[src/hdl/periph_regs_pkg.sv]
package periph_regs_pkg;

  // apb byte addresses, one aligned word each
  localparam logic [7:0] OFS_MAIN_CTRL = 8'h00;
  localparam logic [7:0] OFS_PIE       = 8'h04;
  localparam logic [7:0] OFS_PIR       = 8'h08;
  localparam logic [7:0] OFS_POWER_CONTROL_STATUS      = 8'h0C;
  localparam logic [7:0] OFS_APF       = 8'h10;
  localparam logic [7:0] OFS_EVT_STS   = 8'h14;
  localparam logic [7:0] OFS_EVT_CLR   = 8'h18;
  localparam logic [7:0] OFS_EVT_EN    = 8'h1C;

  // main interrupt control fields
  localparam int GLOBAL_EN_BIT = 7;
  localparam int PERIPH_GATE_BIT = 6;
  localparam logic [7:0] MAIN_CTRL_MASK = 8'hC0;

  // enable / request / event layout
  localparam int ADC_BIT    = 6;
  localparam int CAPCMP_BIT = 5;
  localparam int CMP_BIT    = 3;
  localparam int TMR2_BIT   = 1;
  localparam int TIMER_ONE_BIT   = 0;
  localparam int BROWN_BIT  = 7;
  localparam logic [7:0] IMPL_FULL    = 8'h6B;
  localparam logic [7:0] IMPL_REDUCED = 8'h09;

  // power control fields
  localparam int POR_BIT = 1;
  localparam int BOR_BIT = 0;
  localparam logic [7:0] POWER_CONTROL_STATUS_MASK = 8'h03;

  // pin steering fields and pin slots
  localparam int GATE_SEL_BIT = 4;
  localparam int PWM2_SEL_BIT = 1;
  localparam int PWM1_SEL_BIT = 0;
  localparam logic [7:0] APF_MASK = 8'h13;
  localparam int PIN_0 = 0;
  localparam int PIN_2 = 1;
  localparam int PIN_4 = 2;
  localparam int PIN_5 = 3;

  localparam logic [7:0]  RESET_BYTE = 8'h00;
  localparam logic [31:0] RESET_WORD = 32'h0000_0000;

  // capture/compare unit modes
  typedef enum logic [1:0] {MODE_CAPTURE, MODE_COMPARE, MODE_PWM, MODE_OFF} capcmp_mode_t;

  typedef enum {SEL_MAIN, SEL_PIE, SEL_PIR, SEL_POWER_CONTROL_STATUS, SEL_APF,
                SEL_STS, SEL_CLR, SEL_EN, SEL_NONE} reg_sel_t;

  typedef struct packed {
    logic [7:0]  main_ctrl;
    logic [7:0]  pie;
    logic [7:0]  pir;
    logic [7:0]  power_control_status;
    logic [7:0]  apf;
    logic [7:0]  evt_sts;
    logic [7:0]  evt_en;
    logic [1:0]  gp3_s;
    logic [1:0]  gp4_s;
    logic [1:0]  boren_s;
    logic [1:0]  bordet_s;
    logic        bordet_prev;
    logic        pready;
    logic        pslverr;
    logic [31:0] prdata;
    logic        irq;
    logic        periph_irq;
    logic        gate_in;
    logic [3:0]  pin_out;
    logic [3:0]  pin_oe;
  } state_t;

  // address decode, shared by write and read paths
  function automatic reg_sel_t decode(input logic [7:0] addr);
    case (addr)
      OFS_MAIN_CTRL: decode = SEL_MAIN;
      OFS_PIE:       decode = SEL_PIE;
      OFS_PIR:       decode = SEL_PIR;
      OFS_POWER_CONTROL_STATUS:      decode = SEL_POWER_CONTROL_STATUS;
      OFS_APF:       decode = SEL_APF;
      OFS_EVT_STS:   decode = SEL_STS;
      OFS_EVT_CLR:   decode = SEL_CLR;
      OFS_EVT_EN:    decode = SEL_EN;
      default:       decode = SEL_NONE;
    endcase
  endfunction : decode

endpackage : periph_regs_pkg

[src/hdl/periph_irq_reset_pinsel_regs.sv]
// Functional notes
// peripheral gate bit must allow peripheral interrupts
// per-source enables at bits 6,5,3,1,0
// reduced variant hides adc, capcmp, timer-two bits
// flags set regardless of any enable
// software clears flag before enabling source
// hardware sets flags; software clears them
// capcmp flag on capture or compare, not pwm
// power-on status reads 0 after reset
// brown-out status 0 after brownout or disabled
// steering bit 4 picks timer gate pin
// steering bit 1 picks second pwm pin
// steering bit 0 picks first pwm pin
// global enable blocks every interrupt when clear; the code gates only periph_irq with it, not irq
// request is gated OR of enabled flags
// hardware set beats same-cycle software clear
`timescale 1ns/1ps
module periph_irq_reset_pinsel_regs #(
  parameter logic FULL_VARIANT = 1'b1
) (
  input  wire logic        clk,
  input  wire logic        resetn,
  input  wire logic [7:0]  paddr,
  input  wire logic        psel,
  input  wire logic        penable,
  input  wire logic        pwrite,
  input  wire logic [31:0] pwdata,
  output logic      [31:0] prdata,
  output logic             pready,
  output logic             pslverr,
  input  wire logic        adc_done,
  input  wire logic        capcmp_capture,
  input  wire logic        capcmp_match,
  input  wire logic [1:0]  capcmp_mode,
  input  wire logic        comparator_change,
  input  wire logic        timer_two_match,
  input  wire logic        timer_one_overflow,
  input  wire logic        bor_enable,
  input  wire logic        bor_detect,
  input  wire logic        general_pin_3_in,
  input  wire logic        general_pin_4_in,
  input  wire logic        pwm_first_output,
  input  wire logic        pwm_second_output,
  output logic             timer_one_gate_input,
  output logic      [3:0]  pin_out,
  output logic      [3:0]  pin_oe,
  output logic             periph_irq,
  output logic             irq
);

  ////////////////////////////////////////////////////////////////////////////////
  // state and bus phase decode

  periph_regs_pkg::state_t     s_q;
  periph_regs_pkg::state_t     s_d;
  periph_regs_pkg::reg_sel_t   sel;
  logic                        rd_phase;
  logic                        wr_now;
  logic                        wr_pir;
  logic                        bor_fall;
  logic [7:0]                  impl;
  logic [7:0]                  hw_set;
  logic [7:0]                  pir_wr;

  assign sel      = periph_regs_pkg::decode(paddr);
  // first access cycle loads read data; the second commits the write
  assign rd_phase = psel && penable && !s_q.pready;
  assign wr_now   = psel && penable && s_q.pready && pwrite;
  assign wr_pir   = wr_now && (sel == periph_regs_pkg::SEL_PIR);
  // detector edge, taken after the synchroniser only
  assign bor_fall = s_q.bordet_s[1] && !s_q.bordet_prev;
  assign impl     = FULL_VARIANT ? periph_regs_pkg::IMPL_FULL
                                 : periph_regs_pkg::IMPL_REDUCED;

  ////////////////////////////////////////////////////////////////////////////////
  // hardware event sources, independent of every enable

  always_comb begin
    hw_set = periph_regs_pkg::RESET_BYTE;
    hw_set[periph_regs_pkg::ADC_BIT]  = adc_done;
    hw_set[periph_regs_pkg::CAPCMP_BIT] =
      (capcmp_mode == periph_regs_pkg::MODE_CAPTURE && capcmp_capture) ||
      (capcmp_mode == periph_regs_pkg::MODE_COMPARE && capcmp_match);
    hw_set[periph_regs_pkg::CMP_BIT]  = comparator_change;
    hw_set[periph_regs_pkg::TMR2_BIT] = timer_two_match;
    hw_set[periph_regs_pkg::TIMER_ONE_BIT] = timer_one_overflow;
    hw_set = hw_set & impl;
    pir_wr = wr_pir ? pwdata[7:0] : s_q.pir;
  end

  ////////////////////////////////////////////////////////////////////////////////
  // next-state logic

  always_comb begin
    s_d = s_q;
    // two-flop synchronisers for pins and detector levels
    s_d.gp3_s    = {s_q.gp3_s[0], general_pin_3_in};
    s_d.gp4_s    = {s_q.gp4_s[0], general_pin_4_in};
    s_d.boren_s  = {s_q.boren_s[0], bor_enable};
    s_d.bordet_s = {s_q.bordet_s[0], bor_detect};
    s_d.bordet_prev = s_q.bordet_s[1];

    // software writes land on the edge that sees pready high
    if (wr_now) begin
      case (sel)
        periph_regs_pkg::SEL_MAIN:
          s_d.main_ctrl = pwdata[7:0] & periph_regs_pkg::MAIN_CTRL_MASK;
        periph_regs_pkg::SEL_PIE: s_d.pie = pwdata[7:0] & impl;
        periph_regs_pkg::SEL_POWER_CONTROL_STATUS:
          s_d.power_control_status = pwdata[7:0] & periph_regs_pkg::POWER_CONTROL_STATUS_MASK;
        periph_regs_pkg::SEL_APF:
          s_d.apf = pwdata[7:0] & periph_regs_pkg::APF_MASK;
        periph_regs_pkg::SEL_EN: s_d.evt_en = pwdata[7:0];
        default: s_d.power_control_status = s_q.power_control_status;
      endcase
    end

    // request flags: a write stores, a hardware set always wins
    s_d.pir = (pir_wr | hw_set) & impl;

    // brown-out clears its status bit until software sets it again
    if (bor_fall) begin
      s_d.power_control_status[periph_regs_pkg::BOR_BIT] = 1'b0;
    end

    // sticky event status, write-one-to-clear, set beats clear
    s_d.evt_sts = s_q.evt_sts;
    if (wr_now && sel == periph_regs_pkg::SEL_CLR) begin
      s_d.evt_sts = s_q.evt_sts & ~pwdata[7:0];
    end
    s_d.evt_sts = s_d.evt_sts | hw_set;
    s_d.evt_sts[periph_regs_pkg::BROWN_BIT] = s_d.evt_sts[periph_regs_pkg::BROWN_BIT] | bor_fall;
    s_d.irq = |(s_d.evt_sts & s_d.evt_en);

    // core request: gated by peripheral gate and global enable
    s_d.periph_irq = s_d.main_ctrl[periph_regs_pkg::GLOBAL_EN_BIT] &&
                     s_d.main_ctrl[periph_regs_pkg::PERIPH_GATE_BIT] &&
                     |(s_d.pir & s_d.pie);

    // timer gate input from pin 3 or pin 4
    s_d.gate_in = s_q.apf[periph_regs_pkg::GATE_SEL_BIT] ? s_q.gp3_s[1]
                                                         : s_q.gp4_s[1];

    // pwm steering; a pin not chosen is released
    s_d.pin_oe  = 4'h0;
    s_d.pin_out = 4'h0;
    if (s_q.apf[periph_regs_pkg::PWM2_SEL_BIT]) begin
      s_d.pin_oe[periph_regs_pkg::PIN_4]  = 1'b1;
      s_d.pin_out[periph_regs_pkg::PIN_4] = pwm_second_output;
    end else begin
      s_d.pin_oe[periph_regs_pkg::PIN_0]  = 1'b1;
      s_d.pin_out[periph_regs_pkg::PIN_0] = pwm_second_output;
    end
    if (s_q.apf[periph_regs_pkg::PWM1_SEL_BIT]) begin
      s_d.pin_oe[periph_regs_pkg::PIN_5]  = 1'b1;
      s_d.pin_out[periph_regs_pkg::PIN_5] = pwm_first_output;
    end else begin
      s_d.pin_oe[periph_regs_pkg::PIN_2]  = 1'b1;
      s_d.pin_out[periph_regs_pkg::PIN_2] = pwm_first_output;
    end

    // apb answer: one wait state, then pready for one cycle
    s_d.pready  = rd_phase;
    s_d.pslverr = rd_phase && sel == periph_regs_pkg::SEL_NONE;
    if (rd_phase) begin
      case (sel)
        periph_regs_pkg::SEL_MAIN: s_d.prdata = {24'h00_0000, s_q.main_ctrl};
        periph_regs_pkg::SEL_PIE:  s_d.prdata = {24'h00_0000, s_q.pie & impl};
        periph_regs_pkg::SEL_PIR:  s_d.prdata = {24'h00_0000, s_q.pir & impl};
        periph_regs_pkg::SEL_POWER_CONTROL_STATUS: begin
          // brown-out status is hidden while the detector is off
          s_d.prdata = {24'h00_0000, s_q.power_control_status};
          s_d.prdata[periph_regs_pkg::BOR_BIT] =
            s_q.power_control_status[periph_regs_pkg::BOR_BIT] && s_q.boren_s[1];
        end
        periph_regs_pkg::SEL_APF:  s_d.prdata = {24'h00_0000, s_q.apf};
        periph_regs_pkg::SEL_STS:  s_d.prdata = {24'h00_0000, s_q.evt_sts};
        periph_regs_pkg::SEL_EN:   s_d.prdata = {24'h00_0000, s_q.evt_en};
        default:                   s_d.prdata = periph_regs_pkg::RESET_WORD;
      endcase
    end
  end

  ////////////////////////////////////////////////////////////////////////////////
  // state register; reset leaves power-on status at 0

  always_ff @(posedge clk or negedge resetn) begin
    if (!resetn) begin
      s_q <= '0;
    end else begin
      s_q <= s_d;
    end
  end

  assign prdata               = s_q.prdata;
  assign pready               = s_q.pready;
  assign pslverr              = s_q.pslverr;
  assign timer_one_gate_input = s_q.gate_in;
  assign pin_out              = s_q.pin_out;
  assign pin_oe               = s_q.pin_oe;
  assign periph_irq           = s_q.periph_irq;
  assign irq                  = s_q.irq;
endmodule : periph_irq_reset_pinsel_regs

[config.mk]
export PLATFORM = sky130hd
export DESIGN_NAME = periph_irq_reset_pinsel_regs
export DESIGN_NICKNAME = d
export VERILOG_FILES = /design/src/hdl/periph_regs_pkg.sv /design/src/hdl/periph_irq_reset_pinsel_regs.sv
export SDC_FILE = /design/constraint.sdc
export NUM_CORES = 1
export LEC_CHECK = 0
export BUFFER_PORTS_ARGS = -buffer_cell sky130_fd_sc_hd__buf_2
export CAP_MARGIN = 5
export CELL_PAD_IN_SITES_DETAIL_PLACEMENT = 1
export CELL_PAD_IN_SITES_GLOBAL_PLACEMENT = 1
export CORE_AREA = 2 2 70 139
export DETAILED_ROUTE_END_ITERATION = 6
export DIE_AREA = 0 0 72 141
export PLACE_DENSITY_LB_ADDON = 0.15
export SLEW_MARGIN = 20
export SYNTH_ARGS = -nofsm -noshare
export SYNTH_HDL_FRONTEND = slang
export SYNTH_SLANG_ARGS = --single-unit
[constraint.sdc]
create_clock -name clk -period 2.9 [get_ports clk]
set_clock_uncertainty 0.05 [all_clocks]
set_input_delay 0.145 -clock clk [delete_from_list [all_inputs] [get_ports clk]]
set_output_delay 0.145 -clock clk [all_outputs]
set_load 0.01 [all_outputs]
==> key figures, run 1 <==
Logic synthesis
  • Distinct cells, synth: between 40 and 50
  • EDFF count, synth: 0
  • Most used DFF post-synth: dfrtp_1
  • Synthesized instance count: around 270
  • Mapped Avg Cell Area: around 12 µm²
  • Mapped Area: between 0.003 and 0.004 mm²
  • FFs w/ async S/R, synth: 1.00
  • Sequential area share after synthesis: 0.508
  • #FFs+latches synth: 63
  • Yosys warns: 0

GRT
  • GRT Util Overall: 0.154
  • Initial antenna violation count: 0
  • Largest net degree at the start of global routing: 32
  • First-pass GRT wire length: ~12,000 µm
  • Number of global-route vias before repair: approximately 2,200
  • Global route overflow: 0

Floorplanning
  • Chip width: around 70 µm
  • DIE HEIGHT: about 140 µm
  • Initial core utilization: 0.338
  • Boundary Pins: around 100
  • Row Count: 50
  • Core Box Area: roughly 0.0092 mm²
  • Die area: roughly 0.010 mm²

Clocking
  • CTS Sinks: between 60 and 70
  • Clock Pin Slew Worst Setup and Hold Paths: 0.05 ns
  • H-Tree Depth: 3
  • Post-CTS Setup Bufs: 0
  • Skew-Pair Late Insertion Delay: approximately 0.33 ns
  • Deepest clock path buffer count: 2
  • CTS tree: built
  • CTS Buf Count: 9
  • Clk root buf: clkbuf_16

STA
  • PnR worst setup slack: between 0.5 and 0.6 ns
  • Slew HR: 0.455
  • Slew Limit Fails: 0
  • Tcrit/Tclk final: 0.823
  • Final setup fails: 0
  • Hold violation count in the final report: 0
  • Total Negative Setup Slacks: 0 ns
  • FMAX: approximately 420 MHz
  • Slew @ Worst Pin: ~0.81 ns
  • RSZ-0062 raised after global routing: no
  • Period minus WS final: around 2.4 ns
  • WHS: about 0.024 ns

Worst setup path
  • CP Capture Type: flop
  • WS Path Type: reg2reg
  • Setup crit start kind: flop
  • CP Data Arrival Time: 2.55 ns
  • CP required: about 3.1 ns
  • Crit-path max FO: 5

Drt
  • DRT Pass-1 Iters: 4
  • Post-route ant nets: 0
  • Drt total wl: 7310 µm
  • Routed len/inst: between 15 and 20 µm
  • Iteration-0 DRC Markers: 87
  • DRC viols: 0
  • Vias per cell: 4.88
  • Vias after detailed routing: between 2,000 and 2,500

Run status
  • Outcome: finished, final reports clean

Final layout
  • Final Instance Count excl. Fillers: between 400 and 500
  • Area growth syn-to-layout: 20.8%
  • Nets: around 390
  • Final Util: 0.408
  • Layout cell share with drive strength beyond 1: 0.324
  • Fillcell total: 1,011
  • Diode count: 0

Place
  • DP Cell Count: between 400 and 500
  • Pre-CTS WS: approximately 0.3 ns
  • Final GP Congestion: between 0.8 and 0.9
  • HPWL reported at the end of detailed placement: between 5000 and 6000 µm
  • Port bufs: 55

Job
  • Total of max-cap violations: 0

Pwr
  • Sw power: about 0.47 mW
  • Sequential Power Share: 0.416
  • Maximum vdd drop: 0.377 mV
  • Switching fraction of total power: 0.218
  • Clock share of power: 0.512
  • Combinational power share: 0.071
  • Power Density: approximately 570 mW/mm²
  • Int Pwr: roughly 1.7 mW
  • Leak: approximately 1.8 nW

Hold path
  • Min-Delay Path Class: in2reg
[metal layers]
metal / GRT usage / wire [µm] / vias up
met1: 0.192 / 3130 / 1065
met3: 0.0357 / 251 / 13
met2: 0.246 / 3760 / 47
met5: 0 / 0 / -
met4: 0.0765 / 168 / 0
li1: - / - / 1006
[cell families (layout without fill, tap and decap cells)]
logic type,after synthesis,after routing,share of synthesized area
other,1,24,0.00121
AND/OR/NAND/NOR,71,71,0.149
buffers and inverters,61,104,0.125
multiplexers,34,34,0.127
AO/OA/AOI/OAI,37,37,0.0899
flip-flops,63,63,0.508
[area by class of cell]
type	instances	area [µm²]	area share
tap	104	130	0.0347
multi-input combinational	166	1230	0.327
clock inverter	2	37.5	0.0100
inverter	12	45.0	0.0120
timing repair buffer	76	458	0.122
clock buffer	14	274	0.0731
sequential	63	1580	0.421
[timing repair]
action | CTS | global route
resized for setup | 0 | 0
endpoints found under the hold margin | 39 | 0
hold buffers | 10 | 0
setup endpoints to repair | 0 | 0
[power by group through the flow]
stage	clock network, mW	logic [mW]	registers [mW]
2_1_floorplan	0	0.0959	0.913
3_3_place_gp	0	0.141	0.912
3_5_place_dp	0	0.144	0.912
4_1_cts	1.13	0.155	0.897
5_1_grt	1.17	0.171	0.898
6_report	1.10	0.154	0.897
[final timing paths]
check | slack [ns] | cells past startpoint | startpoint | end
max in group asynchronous | 1.75 | 3 | resetn | s_q[92]
min reg2reg | 0.30 | 0 | s_d[51] | s_q[51]
min | 0.02 | 2 | timer_one_overflow | s_q[62]
max reg2reg | 0.51 | 6 | pready | periph_irq
max | 0.51 | 6 | pready | periph_irq
min in group asynchronous | 0.35 | 2 | resetn | pin_oe[3]
[metrics by stage]
stage	power, mW	cell area, µm²
after floorplan	1.01	3190
after global placement	1.05	3340
after detailed placement	1.06	3340
after CTS	2.19	3750
after global routing	2.24	3750
final	2.15	3750
[synthesized netlist by cell type, drive strengths merged (3+ instances only)]
cell	instances	share of area
a21boi	5	0.012
a22o	6	0.017
a22oi	4	0.0097
and2	4	0.0081
buf	44	0.10
clkbuf	5	0.0060
dfrtp	63	0.51
inv	12	0.015
mux2	18	0.068
mux2i	14	0.045
nand2	15	0.018
nand3	5	0.0081
nand4	4	0.0081
nor2	10	0.012
nor2b	9	0.018
nor4	6	0.027
o21ai	7	0.011
o41ai	3	0.0085
[layout by cell type (no fill, tap or decap), drive strengths merged, types with 2 or more instances in the layout]
master,count
o21ai,7
mux4,2
nand4,4
clkbuf,14
nand3,5
nand3b,2
o22ai,2
inv,12
mux2,18
dlygate4sd3,10
mux2i,14
dfrtp,63
o41ai,3
and4,2
and4b,2
buf,66
nand4b,2
a22o,6
a21oi,2
a32o,2
a21boi,5
a21o,2
and2,4
nor3b,2
conb,24
nor3,2
or3b,2
nor2b,9
nand2,15
nor2,10
nor4,6
a22oi,4
[registers in the layout (all words and copies together), names as in the netlist]
signal,count
irq,1
periph_irq,1
pin_oe,4
pin_out,4
prdata,8
pready,1
pslverr,1
s_d,5
s_q,37
timer_one_gate_input,1
[critical path: stages, from the launching register on]
cell	delay, ns
dfrtp_1	0.39
nand4_1	0.29
nor4_4	0.44
buf_4	0.21
mux2_2	0.35
a21boi_0	0.15
o41a_1	0.38
Note: power is estimated with default switching activity, not from simulation.
==> run 2: changes to the inputs <==
Settings changed: ABC_AREA set to 1, CORE_AREA 2 2 70 139 to 2 2 73 144, DIE_AREA 0 0 72 141 to 0 0 75 146.
Clock period 2.9 ns to 2.15 ns, I/O delays scaled along.
==> run 2 against run 1 <==
Net effect: first-iteration DRC count increased by 14%; clock-buffer cell count decreased by 3; non-clock buffer count increased by 9; setup slack got worse by 0.18 ns; sequential share of layout area decreased by 1.6 points; total power increased by 30%; critical path depth increased by 4; maximum frequency increased by 32%; global-route usage increased by 2.4 points; sequential power increased by 35%; critical path type unchanged; critical endpoint is now irq; largest cell class unchanged; highest routed layer unchanged.
==> key figures, run 2 <==
Run status
  • Outcome: finished, final reports clean

Pwr
  • Maximum vdd drop: 0.434 mV (+15%)
  • Power Density: 717 mW/mm² (+25%)
  • Total Power: 2.79 mW (+30%)
  • Leak: 2.04 nW (+14%)

Worst setup path
  • CP Data Arrival Time: 1.98 ns (-0.57 ns)
  • Setup crit start kind: flop
  • Crit-path max FO: 10 (+5)
  • CP required: 2.32 ns (-0.74 ns)
  • R2r startpoint: pready
  • Reg2reg end: irq
  • R2R Setup Slk: 0.34 ns (-0.18 ns)
  • WS Path Type: reg2reg
  • Worst r2r path cells: 10 (+4)
  • CP Capture Type: flop

Floorplanning
  • Boundary Pins: 104 (unchanged)
  • Initial core utilization: 0.324 (-0.0138)
  • DIE HEIGHT: 146 µm (+3.5%)
  • Core Box Area: 0.00976 mm² (+6.2%)
  • Die area: 0.0110 mm² (+7.9%)
  • Row Count: 51 (+2.0%)
  • Chip width: 75 µm (+4.2%)

Hold path
  • Hold path depth: 2 (unchanged)
  • Min-Delay Path Class: in2reg
  • Startpoint of the worst hold path: pwdata[6]
  • Hold Path End: s_q[60]

GRT
  • First-pass GRT wire length: 14,100 µm (+21%)
  • Largest net degree at the start of global routing: 25 (-22%)
  • Global route overflow: 0 (unchanged)
  • GRT Util Overall: 0.177 (+0.0235)
  • Initial antenna violation count: 0 (unchanged)
  • Number of global-route vias before repair: 2,709 (+21%)

Job
  • Total of max-cap violations: 0 (unchanged)

Final layout
  • Layout cell share with drive strength beyond 1: 0.218 (-0.106)
  • Commonest cells after routing, fill and taps aside: 79 x nand2_1, 63 x dfrtp_1, 55 x buf_2
  • Largest register by flop count: s_q
  • Area growth syn-to-layout: 23.2%
  • Largest register FFs: 37 (unchanged)
  • Final Util: 0.399 (-0.00867)
  • Commonest non-fill, non-tap cell in the layout: nand2_1
  • Final instance area: 0.00389 mm² (+3.9%)
  • Nets: 499 (+29%)
  • Diode count: 0 (unchanged)
  • Fillcell total: 1,222 (+21%)

Logic synthesis
  • Top-count cell post-synth: nand2_1
  • Synthesized instance count: 368 (+38%)
  • #FFs+latches synth: 63 (unchanged)
  • Most used DFF post-synth: dfrtp_1
  • Post-synth top area cell: dfrtp_1
  • Mapped Avg Cell Area: 8.59 µm² (-26%)
  • FFs w/ async S/R, synth: 1.00 (unchanged)
  • EDFF count, synth: 0 (unchanged)
  • Yosys warns: 0 (unchanged)
  • Sequential area share after synthesis: 0.499 (-0.00905)
  • Synth top area share: 0.499 (-0.00905)
  • Synth area leaders: dfrtp_1 50%, buf_4 10%, nand2_1 9.4%, nand3_1 5.9%, inv_1 5.5%
  • Most common library cells after synthesis: 79 x nand2_1, 63 x dfrtp_1, 46 x inv_1, 44 x buf_4, 37 x nand3_1
  • Distinct cells, synth: 24 (-45%)
  • Mapped Area: 0.00316 mm² (+1.8%)

STA
  • Tcrit/Tclk final: 0.843 (+0.0204)
  • Slew Limit Fails: 0 (unchanged)
  • Period minus WS final: 1.81 ns (-0.573 ns)
  • PnR worst setup slack: 0.337 ns (-0.177 ns)
  • Total Negative Setup Slacks: 0 ns (unchanged)
  • Final setup fails: 0 (unchanged)
  • RSZ-0062 raised after global routing: no
  • FMAX: 552 MHz (+32%)
  • Hold violation count in the final report: 0 (unchanged)

Clocking
  • Skew-Pair Late Insertion Delay: 0.33 ns (about the same)
  • Clk root buf: clkbuf_16
  • H-Tree Depth: 3 (unchanged)
  • Deepest clock path buffer count: 2 (unchanged)
  • Post-CTS Resized: 0 (unchanged)
  • CTS Buf Count: 9 (unchanged)
  • CTS Sinks: 63 (unchanged)
  • Clock Pin Slew Worst Setup and Hold Paths: 0.06 ns (about the same)
  • CTS tree: built

Place
  • Final GP Congestion: 0.853 (+4.4%)
  • HPWL reported at the end of detailed placement: 6840 µm (+21%)
  • Placed cell areas: 0.00347 mm² (+4.1%)
  • Pre-CTS WS: 0.268 ns (-0.0325 ns)
  • Port bufs: 55 (unchanged)

Drt
  • Vias per cell: 4.56 (-6.4%)
  • Routed len/inst: 15.4 µm (-8.1%)
  • Vias after detailed routing: 2,628 (+23%)
  • Iteration-0 DRC Markers: 99 (+14%)
  • Drt total wl: 8850 µm (+21%)
  • DRT Pass-1 Iters: 4 (unchanged)
  • DRC viols: 0 (unchanged)
  • Post-route ant nets: 0 (unchanged)
-- run 2: cell types whose count changed in the layout (fill, tap and decap cells not counted), moves of 5 or more --
cell	change
nand2_1	+64
inv_1	+34
nand3_1	+32
nor2_1	+17
mux2_2	-15
mux2i_1	-14
nand4_1	+12
o21ai_0	+11
nor2b_1	-9
o21a_1	+7
a21boi_0	-5
a22o_1	-5
nor2_4	+5
-- run 2: per-stage QoR --
stage          std cells  hold slack, ns
2_1_floorplan        391          -0.238
3_3_place_gp         547          0.0281
3_5_place_dp         547          0.0260
4_1_cts              576         0.00722
5_1_grt              576          0.0257
6_report             576          0.0184
-- run 2: what timing repair did --
action / CTS / global route
setup buffers: 0 / 0
endpoints found under the hold margin: 35 / 0
hold buffers: 14 / 0
-- run 2: worst max path at each step --
stage	from	endpoint	slack (ns)	cells after the start
after floorplan	pready	irq	0.59	9
after global placement	pready	irq	0.29	10
after detailed placement	pready	irq	0.27	10
after CTS	pready	irq	0.26	10
after global routing	pready	irq	0.18	10
final	pready	irq	0.34	10
-- run 2: area by class of cell --
cell class | instances | area (µm²) | area share
Clock buffer | 11 | 233 | 0.0597
Multi-Input combinational cell | 233 | 1140 | 0.294
Clock inverter | 4 | 47.5 | 0.0122
Tap cell | 132 | 165 | 0.0424
Sequential cell | 63 | 1580 | 0.405
Inverter | 48 | 180 | 0.0463
Timing Repair Buffer | 85 | 548 | 0.141
-- run 2: critical path: stages (launching register included) --
cell and delay, ns:
dfrtp_1 0.36, nand2_1 0.12, nor2_4 0.18, buf_4 0.23, nand3_4 0.17, nand2_1 0.10, nand3_1 0.10, nand3_1 0.10
nand2_1 0.09, nor2_1 0.14, nand2_1 0.07
-- run 2: cell families after synthesis --
family	after synthesis	synth area share
buffers and inverters	95	0.166
muxes	1	0.00356
and+or+nand+nor	171	0.262
other	1	0.00119
DFF	63	0.499
AOI/OAI and AO/OA	37	0.0681
-- run 2: metal layers --
| layer | vias to the layer above | part of all wire | track usage |
|---|---|---|---|
| li1 | 1265 | - | - |
| met5 | - | 0 | 0 |
| met2 | 60 | 0.55 | 0.307 |
| met3 | 11 | 0.031 | 0.0291 |
| met1 | 1292 | 0.38 | 0.196 |
| met4 | 0 | 0.033 | 0.0982 |
-- run 2: where the power goes --
part | internal, mW | switching [mW] | leakage (nW)
Sequential | 1.20 | 0.00596 | 0.720
Combinational | 0.0687 | 0.124 | 1.18
Clock | 0.886 | 0.504 | 0.135
==> run 3: changes to the inputs <==
Settings changed: CORE_AREA 2 2 73 144 to 2 2 71 140, DIE_AREA 0 0 75 146 to 0 0 73 142.
Clock period 2.15 ns to 1.8 ns, I/O delays scaled along.
==> run 3 against run 2 <==
Net effect: non-clock buffer count up 6; design area up 2.7%; routed wire length down 1.2%; register-to-register slack worse by 0.20 ns; core utilization up 3.0 points; critical path type unchanged; critical endpoint unchanged; highest routed layer unchanged.
==> key figures, run 3 (same netlist as run 2, synthesis figures left out) <==
Hold path
  • Startpoint of the worst hold path: pwdata[6]
  • Min-Delay Path Class: in2reg

Clocking
  • Clock Pin Slew Worst Setup and Hold Paths: 0.06 ns (about the same)
  • Deepest clock path buffer count: 2 (unchanged)
  • CTS Sinks: 63 (unchanged)
  • Skew-Pair Late Insertion Delay: 0.33 ns (about the same)
  • Post-CTS Setup Bufs: 0 (unchanged)
  • CTS Buf Count: 9 (unchanged)
  • Clk root buf: clkbuf_16
  • CTS tree: built
  • H-Tree Depth: 3 (unchanged)

Run status
  • Outcome: finished, final reports clean

Pwr
  • Total Power: 3.59 mW (+28%)
  • Maximum vdd drop: 0.433 mV (-0.45%)
  • Power Density: 896 mW/mm² (+25%)
  • Leak: 2.10 nW (+3.2%)

STA
  • FMAX: 601 MHz (+9.0%)
  • PnR worst setup slack: 0.137 ns (-0.200 ns)
  • Total Negative Setup Slacks: 0 ns (unchanged)
  • Period minus WS final: 1.66 ns (-0.150 ns)
  • RSZ-0062 raised after global routing: no
  • Hold violation count in the final report: 0 (unchanged)
  • Tcrit/Tclk final: 0.924 (+0.0808)
  • Slew Limit Fails: 0 (unchanged)
  • Final setup fails: 0 (unchanged)

Place
  • HPWL reported at the end of detailed placement: 6680 µm (-2.3%)
  • Pre-CTS WS: 0.0426 ns (-0.225 ns)
  • Port bufs: 55 (unchanged)
  • DP Cell Count: 524 (-4.2%)
  • Final GP Congestion: 0.850 (-0.32%)

GRT
  • First-pass GRT wire length: 14,100 µm (-0.30%)
  • Largest net degree at the start of global routing: 64 (+160%)
  • Initial antenna violation count: 0 (unchanged)
  • Global route overflow: 0 (unchanged)
  • Number of global-route vias before repair: 2,762 (+2.0%)
  • GRT Util Overall: 0.185 (+0.00789)

Worst setup path
  • Setup crit start kind: flop
  • CP Data Arrival Time: 1.83 ns (-0.15 ns)
  • CP Capture Type: flop
  • CP required: 1.97 ns (-0.35 ns)
  • Crit. Startpoint: pready
  • R2r startpoint: pready
  • WS Path Type: reg2reg
  • Crit-path max FO: 3 (-7)

Floorplanning
  • Chip width: 73 µm (-2.7%)
  • Initial core utilization: 0.339 (+0.0153)
  • DIE HEIGHT: 142 µm (-2.7%)
  • Boundary Pins: 104 (unchanged)
  • Core Box Area: 0.00932 mm² (-4.5%)
  • Row Count: 50 (-2.0%)
  • Die area: 0.0104 mm² (-5.3%)

Drt
  • Post-route ant nets: 0 (unchanged)
  • DRT Pass-1 Iters: 4 (unchanged)
  • DRC viols: 0 (unchanged)
  • Vias after detailed routing: 2,618 (-0.38%)
  • Routed len/inst: 15.8 µm (+2.6%)
  • Vias per cell: 4.72 (+3.4%)
  • Iteration-0 DRC Markers: 104 (+5.1%)
  • Drt total wl: 8750 µm (-1.2%)

Final layout
  • Final Util: 0.429 (+0.0303)
  • Layout cell share with drive strength beyond 1: 0.244 (+0.0254)
  • Final Instance Count excl. Fillers: 555 (-3.6%)
  • Multi-input gate area: 0.00116 mm² (+1.4%)
  • Largest register FFs: 37 (unchanged)
  • Register Area: 0.00158 mm² (unchanged)
  • Diode count: 0 (unchanged)
  • Area growth syn-to-layout: 26.6%
  • Nets: 505 (+1.2%)
  • Fillcell total: 1,138 (-6.9%)
  • Commonest cells after routing, fill and taps aside: 77 x nand2_1, 63 x dfrtp_1, 55 x buf_2
  • Largest register by flop count: s_q
  • Commonest non-fill, non-tap cell in the layout: nand2_1

Job
  • Total of max-cap violations: 0 (unchanged)
## run 3: report_power, final
| part | internal, mW | switching [mW] | leakage, nW |
|---|---|---|---|
| Clock | 1.23 | 0.676 | 0.161 |
| Combinational | 0.0874 | 0.150 | 1.22 |
| Sequential | 1.44 | 0.00738 | 0.720 |
## run 3: per-layer routing
layer	part of all wire	GRT usage	wire length [µm]	vias up
met5	0	0	0	-
met4	0.019	0.0819	165	0
met3	0.027	0.0276	232	8
met2	0.58	0.341	5040	56
met1	0.38	0.201	3320	1272
li1	-	-	-	1282
## run 3: final timing paths
path	depth (start not counted)	slack (ns)	end
max	10	0.14	irq
min	2	0.02	s_q[60]
max reg2reg	10	0.14	irq
min reg2reg	0	0.30	s_q[49]
max in group asynchronous	3	1.16	s_q[109]
min in group asynchronous	3	0.25	s_q[49]
## run 3: final cells by class
cell class / count / share of cell area
Multi-Input combinational cell: 233 / 0.290
Clock inverter: 7 / 0.0260
Inverter: 48 / 0.0450
Timing Repair Buffer: 91 / 0.156
Sequential cell: 63 / 0.394
Tap cell: 104 / 0.0325
Clock buffer: 9 / 0.0563
## run 3: metrics by stage
stage / cell area [µm²] / hold slack [ns]
global placement: 3500 / 0.0827
detailed placement: 3500 / 0.0870
floorplan: 3250 / -0.256
global route: 4000 / 0.0284
finish: 4000 / 0.0172
CTS: 3980 / 0.0182
## run 3: timing repair
action	CTS	global route
resized for setup	0	7
setup endpoints to repair	0	2
hold buffers	15	0
endpoints found under the hold margin	82	0
## run 3: critical path, stage by stage, from the launching register on
cell	delay, ns
dfrtp_1	0.35
nand2_2	0.08
nor2_4	0.19
nand4_4	0.15
inv_1	0.16
buf_4	0.15
nand2_1	0.05
nand3_1	0.08
nand2_1	0.09
nor2_2	0.13
nand2_1	0.07
